<file path="config.mk">
export PLATFORM = sky130hd
export DESIGN_NAME = pc_cycler
export DESIGN_NICKNAME = d
export VERILOG_FILES = /design/src/pc_pkg.sv /design/src/pc_preset_if.sv /design/src/pc_cycler.sv /design/src/pc_preset_mem.sv
export SDC_FILE = /design/constraint.sdc
export NUM_CORES = 2
export LEC_CHECK = 0
export CORE_ASPECT_RATIO = 1.2
export CORE_MARGIN = 5
export CORE_UTILIZATION = 35
export DETAILED_ROUTE_END_ITERATION = 6
export DONT_BUFFER_PORTS = 1
export PLACE_DENSITY = 0.6
export SYNTH_ARGS = -nofsm -noshare
export SYNTH_HDL_FRONTEND = slang
export SYNTH_SLANG_ARGS = --single-unit
export TNS_END_PERCENT = 50
</file>
<file path="constraint.sdc">
create_clock -name clk_i -period 5.6 [get_ports clk_i]
set_input_delay 0.56 -clock clk_i [delete_from_list [all_inputs] [get_ports clk_i]]
set_output_delay 0.56 -clock clk_i [all_outputs]
set_load 0.05 [all_outputs]
</file>
<file path="src/pc_pkg.sv">
// package of constants and types for the preset cycler and output lines
package pc_pkg;

   // ******************************************
   // widths and counts
   // ******************************************
   localparam int IDX_W = 5;
   localparam int POS_W = 16;
   localparam int DIV_W = 16;
   localparam int NUM_LINES = 2;
   localparam int NUM_FEAT = 2;
   localparam logic [IDX_W-1:0] FIRST_PRESET = 5'h01;
   localparam logic [DIV_W-1:0] CNT_ZERO = 16'h0000;

   // ******************************************
   // feature picks that may join cycling, and output line picks
   // ******************************************
   localparam logic FEAT_ROI = 1'h0;
   localparam logic FEAT_DIV = 1'h1;
   localparam logic LINE_PICK_A = 1'h0;
   localparam logic LINE_PICK_B = 1'h1;

   // ******************************************
   // strobe pulse timing
   // ******************************************
   localparam int CLK_NS = 10;
   localparam int STROBE_NS = 1000;
   localparam int STROBE_CYC_INT = (STROBE_NS + CLK_NS - 1) / CLK_NS;
   localparam int PCNT_W = 8;
   localparam logic [PCNT_W-1:0] STROBE_CYC = PCNT_W'(STROBE_CYC_INT);

   // ******************************************
   // selections
   // ******************************************
   typedef enum logic [1:0] {
      PC_SRC_OFF,
      PC_SRC_SW,
      PC_SRC_EXPO_PULSE,
      PC_SRC_EXPO_WIN
   } pc_out_src_t;

   typedef enum logic [1:0] {
      PC_ADV_FRAME,
      PC_ADV_TRIG,
      PC_ADV_COUNTER,
      PC_ADV_NONE
   } pc_adv_src_t;

   typedef enum logic [1:0] {
      PC_REW_NONE,
      PC_REW_ACQ_END,
      PC_REW_SW,
      PC_REW_BOTH
   } pc_rew_src_t;

   // one stored preset entry
   typedef struct packed {
      logic [DIV_W-1:0] divider;
      logic [POS_W-1:0] x_origin;
      logic [POS_W-1:0] y_origin;
   } pc_entry_t;

endpackage : pc_pkg

</file>
<file path="src/pc_preset_if.sv">
// interface between the sequencer and its preset store
`timescale 1ns/1ps
interface pc_preset_if
   import pc_pkg::*;
();
   logic wr_en;
   logic [IDX_W-1:0] wr_addr;
   pc_entry_t wr_data;
   logic [IDX_W-1:0] rd_addr;
   pc_entry_t rd_data;

   modport seq (output wr_en, output wr_addr, output wr_data, output rd_addr, input rd_data);
   modport mem (input wr_en, input wr_addr, input wr_data, input rd_addr, output rd_data);
endinterface : pc_preset_if

</file>
<file path="src/pc_cycler.sv">
// preset cycling sequencer with two selectable output lines
`timescale 1ns/1ps
module pc_cycler
   import pc_pkg::*;
(
   input wire logic clk_i,
   input wire logic sys_rst_i,
   input wire logic output_line_picker_i,
   input wire logic line_cfg_we_i,
   input wire logic [1:0] output_source_choice_i,
   input wire logic sw_latch_ctrl_i,
   input wire logic output_level_value_i,
   input wire logic sw_latch_apply_i,
   input wire logic exposure_begin_event_i,
   input wire logic exposure_window_level_i,
   input wire logic preset_cycle_enable_i,
   input wire logic [IDX_W-1:0] preset_total_i,
   input wire logic [1:0] advance_event_choice_i,
   input wire logic [DIV_W-1:0] advance_divider_i,
   input wire logic [1:0] rewind_event_choice_i,
   input wire logic frame_begin_event_i,
   input wire logic accepted_trigger_event_i,
   input wire logic counter_done_event_i,
   input wire logic sw_advance_i,
   input wire logic acquisition_end_event_i,
   input wire logic sw_rewind_i,
   input wire logic feature_pick_i,
   input wire logic feature_join_i,
   input wire logic feature_join_we_i,
   input wire logic [IDX_W-1:0] preset_edit_index_i,
   input wire logic preset_wr_i,
   input wire logic [DIV_W-1:0] per_preset_divider_i,
   input wire logic [POS_W-1:0] roi_x_origin_i,
   input wire logic [POS_W-1:0] roi_y_origin_i,
   input wire logic [POS_W-1:0] base_roi_x_i,
   input wire logic [POS_W-1:0] base_roi_y_i,
   output logic [IDX_W-1:0] active_preset_o,
   output logic [POS_W-1:0] roi_x_o,
   output logic [POS_W-1:0] roi_y_o,
   output logic [NUM_FEAT-1:0] base_locked_o,
   output logic preset_wr_refused_o,
   output wire logic [NUM_LINES-1:0] line_closed_o,
   output wire logic [NUM_LINES-1:0] line_sourced_o
);

   // ******************************************
   // sequencer state
   // ******************************************
   logic [IDX_W-1:0] idx_ff;
   logic [DIV_W-1:0] cnt_ff;
   logic pend_ff;
   logic [NUM_FEAT-1:0] join_ff;
   logic adv_ev;
   logic rew_ev;
   logic sync_src;
   logic rew_now;
   logic [DIV_W-1:0] div_eff;
   logic [DIV_W-1:0] nxt_cnt;
   logic roll;
   logic [IDX_W-1:0] nxt_idx_wrap;

   pc_preset_if pif ();

   pc_preset_mem #(
      .DEPTH(2 ** IDX_W)
   ) u_mem (
      .clk_i(clk_i),
      .bus(pif)
   );

   // event selection and classification
   always_comb begin
      unique case (pc_adv_src_t'(advance_event_choice_i))
         PC_ADV_FRAME: adv_ev = frame_begin_event_i;
         PC_ADV_TRIG: adv_ev = accepted_trigger_event_i;
         PC_ADV_COUNTER: adv_ev = counter_done_event_i;
         PC_ADV_NONE: adv_ev = sw_advance_i;
      endcase
      unique case (pc_rew_src_t'(rewind_event_choice_i))
         PC_REW_NONE: rew_ev = 1'b0;
         PC_REW_ACQ_END: rew_ev = acquisition_end_event_i;
         PC_REW_SW: rew_ev = sw_rewind_i;
         PC_REW_BOTH: rew_ev = acquisition_end_event_i | sw_rewind_i;
      endcase
   end

   assign sync_src = (advance_event_choice_i == PC_ADV_FRAME) ||
                     (advance_event_choice_i == PC_ADV_TRIG);
   assign rew_now = rew_ev && !sync_src;

   // divider of the active preset, or the common one; zero acts as one
   assign div_eff = join_ff[FEAT_DIV] ? pif.rd_data.divider : advance_divider_i;
   assign nxt_cnt = cnt_ff + 16'h0001;
   assign roll = (nxt_cnt >= div_eff);
   assign nxt_idx_wrap = (idx_ff >= preset_total_i) ? FIRST_PRESET : idx_ff + 5'h01;

   // ******************************************
   // index, count and deferred rewind
   // ******************************************
   always_ff @(posedge clk_i) begin
      if (sys_rst_i) begin
         idx_ff <= FIRST_PRESET;
         cnt_ff <= CNT_ZERO;
         pend_ff <= 1'b0;
      end else if (!preset_cycle_enable_i) begin
         idx_ff <= FIRST_PRESET;
         cnt_ff <= CNT_ZERO;
         pend_ff <= 1'b0;
      end else if (rew_now) begin
         idx_ff <= FIRST_PRESET;
         cnt_ff <= CNT_ZERO;
         pend_ff <= 1'b0;
      end else if (adv_ev) begin
         if (pend_ff) begin
            idx_ff <= FIRST_PRESET;
            cnt_ff <= CNT_ZERO;
            pend_ff <= rew_ev; // a new request in the same cycle waits for the next advance
         end else if (roll) begin
            idx_ff <= nxt_idx_wrap;
            cnt_ff <= CNT_ZERO;
            pend_ff <= rew_ev;
         end else begin
            cnt_ff <= nxt_cnt;
            pend_ff <= rew_ev;
         end
      end else if (rew_ev) begin
         pend_ff <= 1'b1;
      end
   end

   // ******************************************
   // feature join flags and preset writes
   // ******************************************
   always_ff @(posedge clk_i) begin
      if (sys_rst_i) begin
         join_ff <= '0;
      end else if (feature_join_we_i) begin
         join_ff[feature_pick_i] <= feature_join_i;
      end
   end

   // the active preset is refused so the running sequence never sees a torn entry
   assign pif.wr_en = preset_wr_i && !(preset_cycle_enable_i && preset_edit_index_i == idx_ff);
   assign pif.wr_addr = preset_edit_index_i;
   assign pif.wr_data = '{divider: per_preset_divider_i, x_origin: roi_x_origin_i, y_origin: roi_y_origin_i};
   assign pif.rd_addr = idx_ff;

   always_ff @(posedge clk_i) begin
      if (sys_rst_i) begin
         preset_wr_refused_o <= 1'b0;
      end else begin
         preset_wr_refused_o <= preset_wr_i && !pif.wr_en;
      end
   end

   // ******************************************
   // active preset outputs
   // ******************************************
   always_ff @(posedge clk_i) begin
      if (sys_rst_i) begin
         active_preset_o <= FIRST_PRESET;
         roi_x_o <= '0;
         roi_y_o <= '0;
         base_locked_o <= '0;
      end else begin
         active_preset_o <= idx_ff;
         base_locked_o <= join_ff & {NUM_FEAT{preset_cycle_enable_i}};
         if (preset_cycle_enable_i && join_ff[FEAT_ROI]) begin
            roi_x_o <= pif.rd_data.x_origin;
            roi_y_o <= pif.rd_data.y_origin;
         end else begin
            roi_x_o <= base_roi_x_i;
            roi_y_o <= base_roi_y_i;
         end
      end
   end

   // ******************************************
   // output lines
   // ******************************************
   for (genvar g = 0; g < NUM_LINES; g++) begin : g_line
      logic [1:0] src_ff;
      logic latch_ff;
      logic lvl_wr_ff;
      logic applied_ff;
      logic nxt_applied;
      logic [PCNT_W-1:0] pcnt_ff;
      logic closed_ff;
      logic sourced_ff;
      logic pick;

      assign pick = (output_line_picker_i == 1'(g));

      always_comb begin
         nxt_applied = applied_ff;
         if (line_cfg_we_i && pick && !sw_latch_ctrl_i) begin
            nxt_applied = output_level_value_i;
         end else if (sw_latch_apply_i && pick && latch_ff) begin
            nxt_applied = lvl_wr_ff;
         end
      end

      always_ff @(posedge clk_i) begin
         if (sys_rst_i) begin
            src_ff <= PC_SRC_OFF;
            latch_ff <= 1'b0;
            lvl_wr_ff <= 1'b0;
            applied_ff <= 1'b0;
         end else begin
            applied_ff <= nxt_applied;
            if (line_cfg_we_i && pick) begin
               src_ff <= output_source_choice_i;
               latch_ff <= sw_latch_ctrl_i;
               lvl_wr_ff <= output_level_value_i;
            end
         end
      end

      // pulse counter keeps the strobe closed for a fixed time
      always_ff @(posedge clk_i) begin
         if (sys_rst_i) begin
            pcnt_ff <= '0;
         end else if (exposure_begin_event_i) begin
            pcnt_ff <= STROBE_CYC - 8'h01;
         end else if (pcnt_ff != '0) begin
            pcnt_ff <= pcnt_ff - 8'h01;
         end
      end

      always_ff @(posedge clk_i) begin
         if (sys_rst_i) begin
            closed_ff <= 1'b0;
            sourced_ff <= 1'b0;
         end else begin
            sourced_ff <= (src_ff != PC_SRC_OFF);
            unique case (pc_out_src_t'(src_ff))
               PC_SRC_OFF: closed_ff <= 1'b0;
               PC_SRC_SW: closed_ff <= nxt_applied;
               PC_SRC_EXPO_PULSE: closed_ff <= exposure_begin_event_i || (pcnt_ff != '0);
               PC_SRC_EXPO_WIN: closed_ff <= exposure_window_level_i;
            endcase
         end
      end

      assign line_closed_o[g] = closed_ff;
      assign line_sourced_o[g] = sourced_ff;
   end
endmodule : pc_cycler

</file>
<file path="src/pc_preset_mem.sv">
// small preset store with registered read data
`timescale 1ns/1ps
module pc_preset_mem
   import pc_pkg::*;
#(
   parameter int DEPTH = 2 ** IDX_W
) (
   input wire logic clk_i,
   pc_preset_if.mem bus
);

   pc_entry_t mem_ff [DEPTH];
   pc_entry_t rd_ff;

   always_ff @(posedge clk_i) begin
      if (bus.wr_en) begin
         mem_ff[bus.wr_addr] <= bus.wr_data;
      end
   end

   // no reset on the array; entries are defined by software before use
   always_ff @(posedge clk_i) begin
      rd_ff <= mem_ff[bus.rd_addr];
   end

   assign bus.rd_data = rd_ff;

endmodule : pc_preset_mem
</file>
==> flow_summary_export.csv <==
group,metric,value,unit
status,status,"complete, but fails checks",
status,violations,"design-rule violations",
setup_path,cpPeakStageDelay,0.85,ns
synthesis,synth.area.top_cells,"edfxtp_1 72%, mux4_2 17%, dfxtp_1 4.4%",
setup_path,rr_worst_depth,11,
setup_path,path_cells,"ha_1, and2_1, nand3_1, nor2_1, xor2_1, ha_1, nand4_1, a211o_1, o32ai_1, nor2_1, a311o_1",
routing,antenna_left,0,
setup_path,reg2reg_from,"cnt_ff[0]$_SDFFE_PP0P_",
flow_run,max-cap-violations,0,
floorplanning,initial_core_util,0.351,
layout,areaGrowthSynthToFinish,16.0,%
synthesis,synth.ff_latch_count,1678,
synthesis,synthDistinctLibCells,58,
synthesis,syn_inst,2856,
sta,finalSetupViolations,0,
synthesis,synth_area,64000,µm²
routing,route.detailed.drc,2,
setup_path,worst-endpoint-arrival,4.73,ns
clock_tree,cts-root-buf,"clkbuf_16",
global_route,globalRouteTotalUtil,0.161,
clock_tree,cts_tree,"done",
clock_tree,cts_buffer_depth,3,
sta,max_freq,244,MHz
routing,num_vias,29800,
sta,tightest_slew,1.29,ns
clock_tree,h-tree-depth,4,
synthesis,synth-edff-count,1536,
routing,wl_per_cell,27.8,µm
synthesis,synth_top_cell_by_area,"edfxtp_1",
routing,routed_via_density,5.28,
floorplanning,fp.dieArea,191000,µm²
synthesis,synth_nets,3014,
sta,setup_tns,0,ns
place,io_buffers,0,
layout,nNetsFinal,3219,
floorplanning,core-area,182000,µm²
sta,slew_headroom,0.139,
setup_path,path_class,"reg2reg",
power_and_ir_drop,internal-power,20600,µW
worst_hold_path,holdPathStages,3,
setup_path,endpoint_kind,"register",
floorplanning,die_h,478,µm
setup_path,cp.required,6.23,ns
sta,rsz0062_at_grt,"no",
routing,drt_first_pass_iters,7,
clock_tree,hold_buffers,105,
place,gp_congestion,0.767,
floorplanning,rows,172,
power_and_ir_drop,pwr-share-seq,0.536,
power_and_ir_drop,power_frac_comb,0.025,
floorplanning,die_w,400,µm
synthesis,avgSynthCellArea,22.4,µm²
worst_hold_path,hp-start,"line_cfg_we_i",
clock_tree,insertion_delay,0.81,ns
clock_tree,cts_resized,0,
clock_tree,post_cts_buffers,0,
global_route,grt_pass1_vias,30900,
clock_tree,cts_buffers,172,
worst_hold_path,hold_class,"in2reg",
power_and_ir_drop,power,26000,µW
synthesis,yosys_warnings,0,
synthesis,seq_area_frac_synth,0.765,
global_route,grt.overflow.total,0,
synthesis,synthArstFlopShare,0,
sta,fin_skew,0.0356,ns
power_and_ir_drop,ir_worst_vdd,0.000367,V
power_and_ir_drop,powerDensity,351,nW/µm²
floorplanning,ioPinCount,176,
routing,drt-total-wl,157000,µm
routing,drt_iter0_markers,3031,
sta,min_period_over_period,0.731,
setup_path,cp_max_fo,8,
sta,period_minus_slack,4.09,ns
layout,layoutNonFillerInstCount,5652,
synthesis,synth_top_flop_cell,"edfxtp_1",
power_and_ir_drop,p_leak,0.0231,µW
sta,finalMaxSlewViolations,0,
setup_path,r2r_slack,1.51,ns
worst_hold_path,worstHoldEndpoint,"g_line[1].src_ff[1]$_SDFFE_PP0P_",
global_route,grt_pass1_wl,225000,µm
layout,fin_util,0.407,
clock_tree,numClockSinks,1678,
global_route,antenna_found_initial,12,
sta,hold_viol,0,
clock_tree,clkTransAtPathRegs,0.07,ns
setup_path,cp_slowest_cell,"o32ai_1",
place,hpwl,83100,µm
global_route,grt_max_degree,122,
power_and_ir_drop,switchingPower,5430,µW
setup_path,reg2reg_to,"idx_ff[3]$_SDFFE_PP0P_",
layout,drive_above_1_share,0.285,
power_and_ir_drop,clkPwrFrac,0.438,
synthesis,synth_top_area_share,0.721,
place,dp_cells,5218,
setup_path,cp-start-kind,"register",
power_and_ir_drop,swShare,0.209,
how the worst max path moves through the flow:
stage	start	to	slack (ns)	cells after the start
floorplan	preset_edit_index_i[4]	u_mem.mem_ff[14][0]$_DFFE_PP_	1.64	6
global placement	idx_ff[1]$_SDFFE_PP0P_	u_mem.mem_ff[22][25]$_DFFE_PP_	1.57	6
detailed placement	cnt_ff[0]$_SDFFE_PP0P_	idx_ff[4]$_SDFFE_PP0P_	1.55	11
CTS	cnt_ff[0]$_SDFFE_PP0P_	idx_ff[1]$_SDFFE_PP0P_	1.49	11
global route	cnt_ff[0]$_SDFFE_PP0P_	idx_ff[1]$_SDFFE_PP0P_	1.13	11
finish	cnt_ff[0]$_SDFFE_PP0P_	idx_ff[3]$_SDFFE_PP0P_	1.51	11
stage by stage:
step | setup WS [ns] | hold slack (ns) | cell area, µm²
global route | 1.13 | 0.0456 | 74200
CTS | 1.49 | 0.00401 | 74200
floorplan | 1.64 | 0.417 | 64000
detailed placement | 1.55 | 0.427 | 67400
global placement | 1.57 | 0.419 | 67400
finish | 1.51 | 0.0844 | 74200
power groups by stage:
stage	clock network [µW]	logic, µW	registers [µW]
2_1_floorplan	0	316	14200
3_3_place_gp	0	431	14200
3_5_place_dp	0	437	14200
4_1_cts	11700	670	14000
5_1_grt	12200	717	14000
6_report	11400	659	14000
flip-flops by register name (all words and copies together) (netlist names), 2 cells and up:
register,count
roi_y_o,16
g_line.src_ff,4
active_preset_o,5
u_mem.bus.rd_data,48
g_line.applied_ff,2
g_line.pcnt_ff,16
idx_ff,5
roi_x_o,16
u_mem.mem_ff,1536
g_line.lvl_wr_ff,2
g_line.latch_ff,2
g_line.closed_ff,2
base_locked_o,2
cnt_ff,16
join_ff,2
g_line.sourced_ff,2
final cells by class:
type / count / area [µm²]
diodes: 9 / 22.5
clock buffers: 228 / 4690
clock inverters: 92 / 950
fillers: 16000 / 108000
inverters: 13 / 48.8
multi-input cells: 1015 / 14500
flip-flops and latches: 1678 / 49000
well taps: 2436 / 3050
repair buffers: 181 / 1900
placed cells by master, fill, tap and decap left out, types with 10 or more instances in the layout:
cell           instances
nand2_1              118
mux2_2                50
clkbuf_16            172
clkinv_1              26
edfxtp_1            1536
inv_1                 13
buf_4                 59
nor2_4                32
mux4_2               481
mux2i_1               25
clkbuf_1              38
clkbuf_8              18
xnor2_1               16
clkinv_2              29
ha_1                  26
dfxtp_1              137
a21oi_1               60
dlygate4sd3_1         99
nand4_1               16
o21ai_0               10
bufinv_16             12
nor2_1                35
buf_12                22
nand3_1               20
inv_6                 10
xor2_1                12
worst max-delay path, delay by kind of cell, from the launching register on:
kind | cells | cell delay [ns]
xor gates and xnor gates | 1 | 0.09
AOI/OAI and AO/OA | 3 | 1.70
and+or+nand+nor | 5 | 1.11
DFF | 1 | 0.44
adders and majority gates | 2 | 0.56
Yosys cell counts, types with 5 or more instances:
cell type     n
buf_1        31
inv_1        13
dfxtp_1     142
buf_4         9
clkbuf_1     81
ha_1         26
mux2i_1      25
nand2b_1      6
nor3b_1       5
nor4_1        8
nand2_1     119
xnor2_1      16
edfxtp_1   1536
mux4_2      481
and3_1        8
nand4_1      16
xor2_1       12
buf_2        26
nand3_1      20
mux2_2       50
o211ai_1      9
nor2_1       67
o21ai_0      10
a21oi_1      60
nor3_1        5
nor2b_1       8
routing by layer:
| layer | share of wire | track usage | wire length (µm) | vias to the layer above |
|---|---|---|---|---|
| met5 | 0 | 0 | 0 | - |
| met4 | 0.015 | 0.0317 | 2340 | 0 |
| met3 | 0.072 | 0.0379 | 11300 | 177 |
| met2 | 0.49 | 0.262 | 76200 | 989 |
| met1 | 0.43 | 0.225 | 67100 | 16200 |
| li1 | - | - | - | 12500 |
kinds of logic (layout without fill, tap and decap cells):
| kind of cell | after synthesis | after routing | synth area share |
|---|---|---|---|
| flip-flops | 1678 | 1678 | 0.765 |
| multiplexers | 556 | 556 | 0.182 |
| AND/OR/NAND/NOR | 293 | 293 | 0.0217 |
| buffers and inverters | 163 | 514 | 0.0110 |
| AO/OA/AOI/OAI | 112 | 112 | 0.0109 |
| XOR/XNOR | 28 | 28 | 0.00383 |
| adder cells (fa/ha/maj) | 26 | 26 | 0.00509 |
| other | 0 | 9 | 0 |
Power figures use the tool's default switching activity.
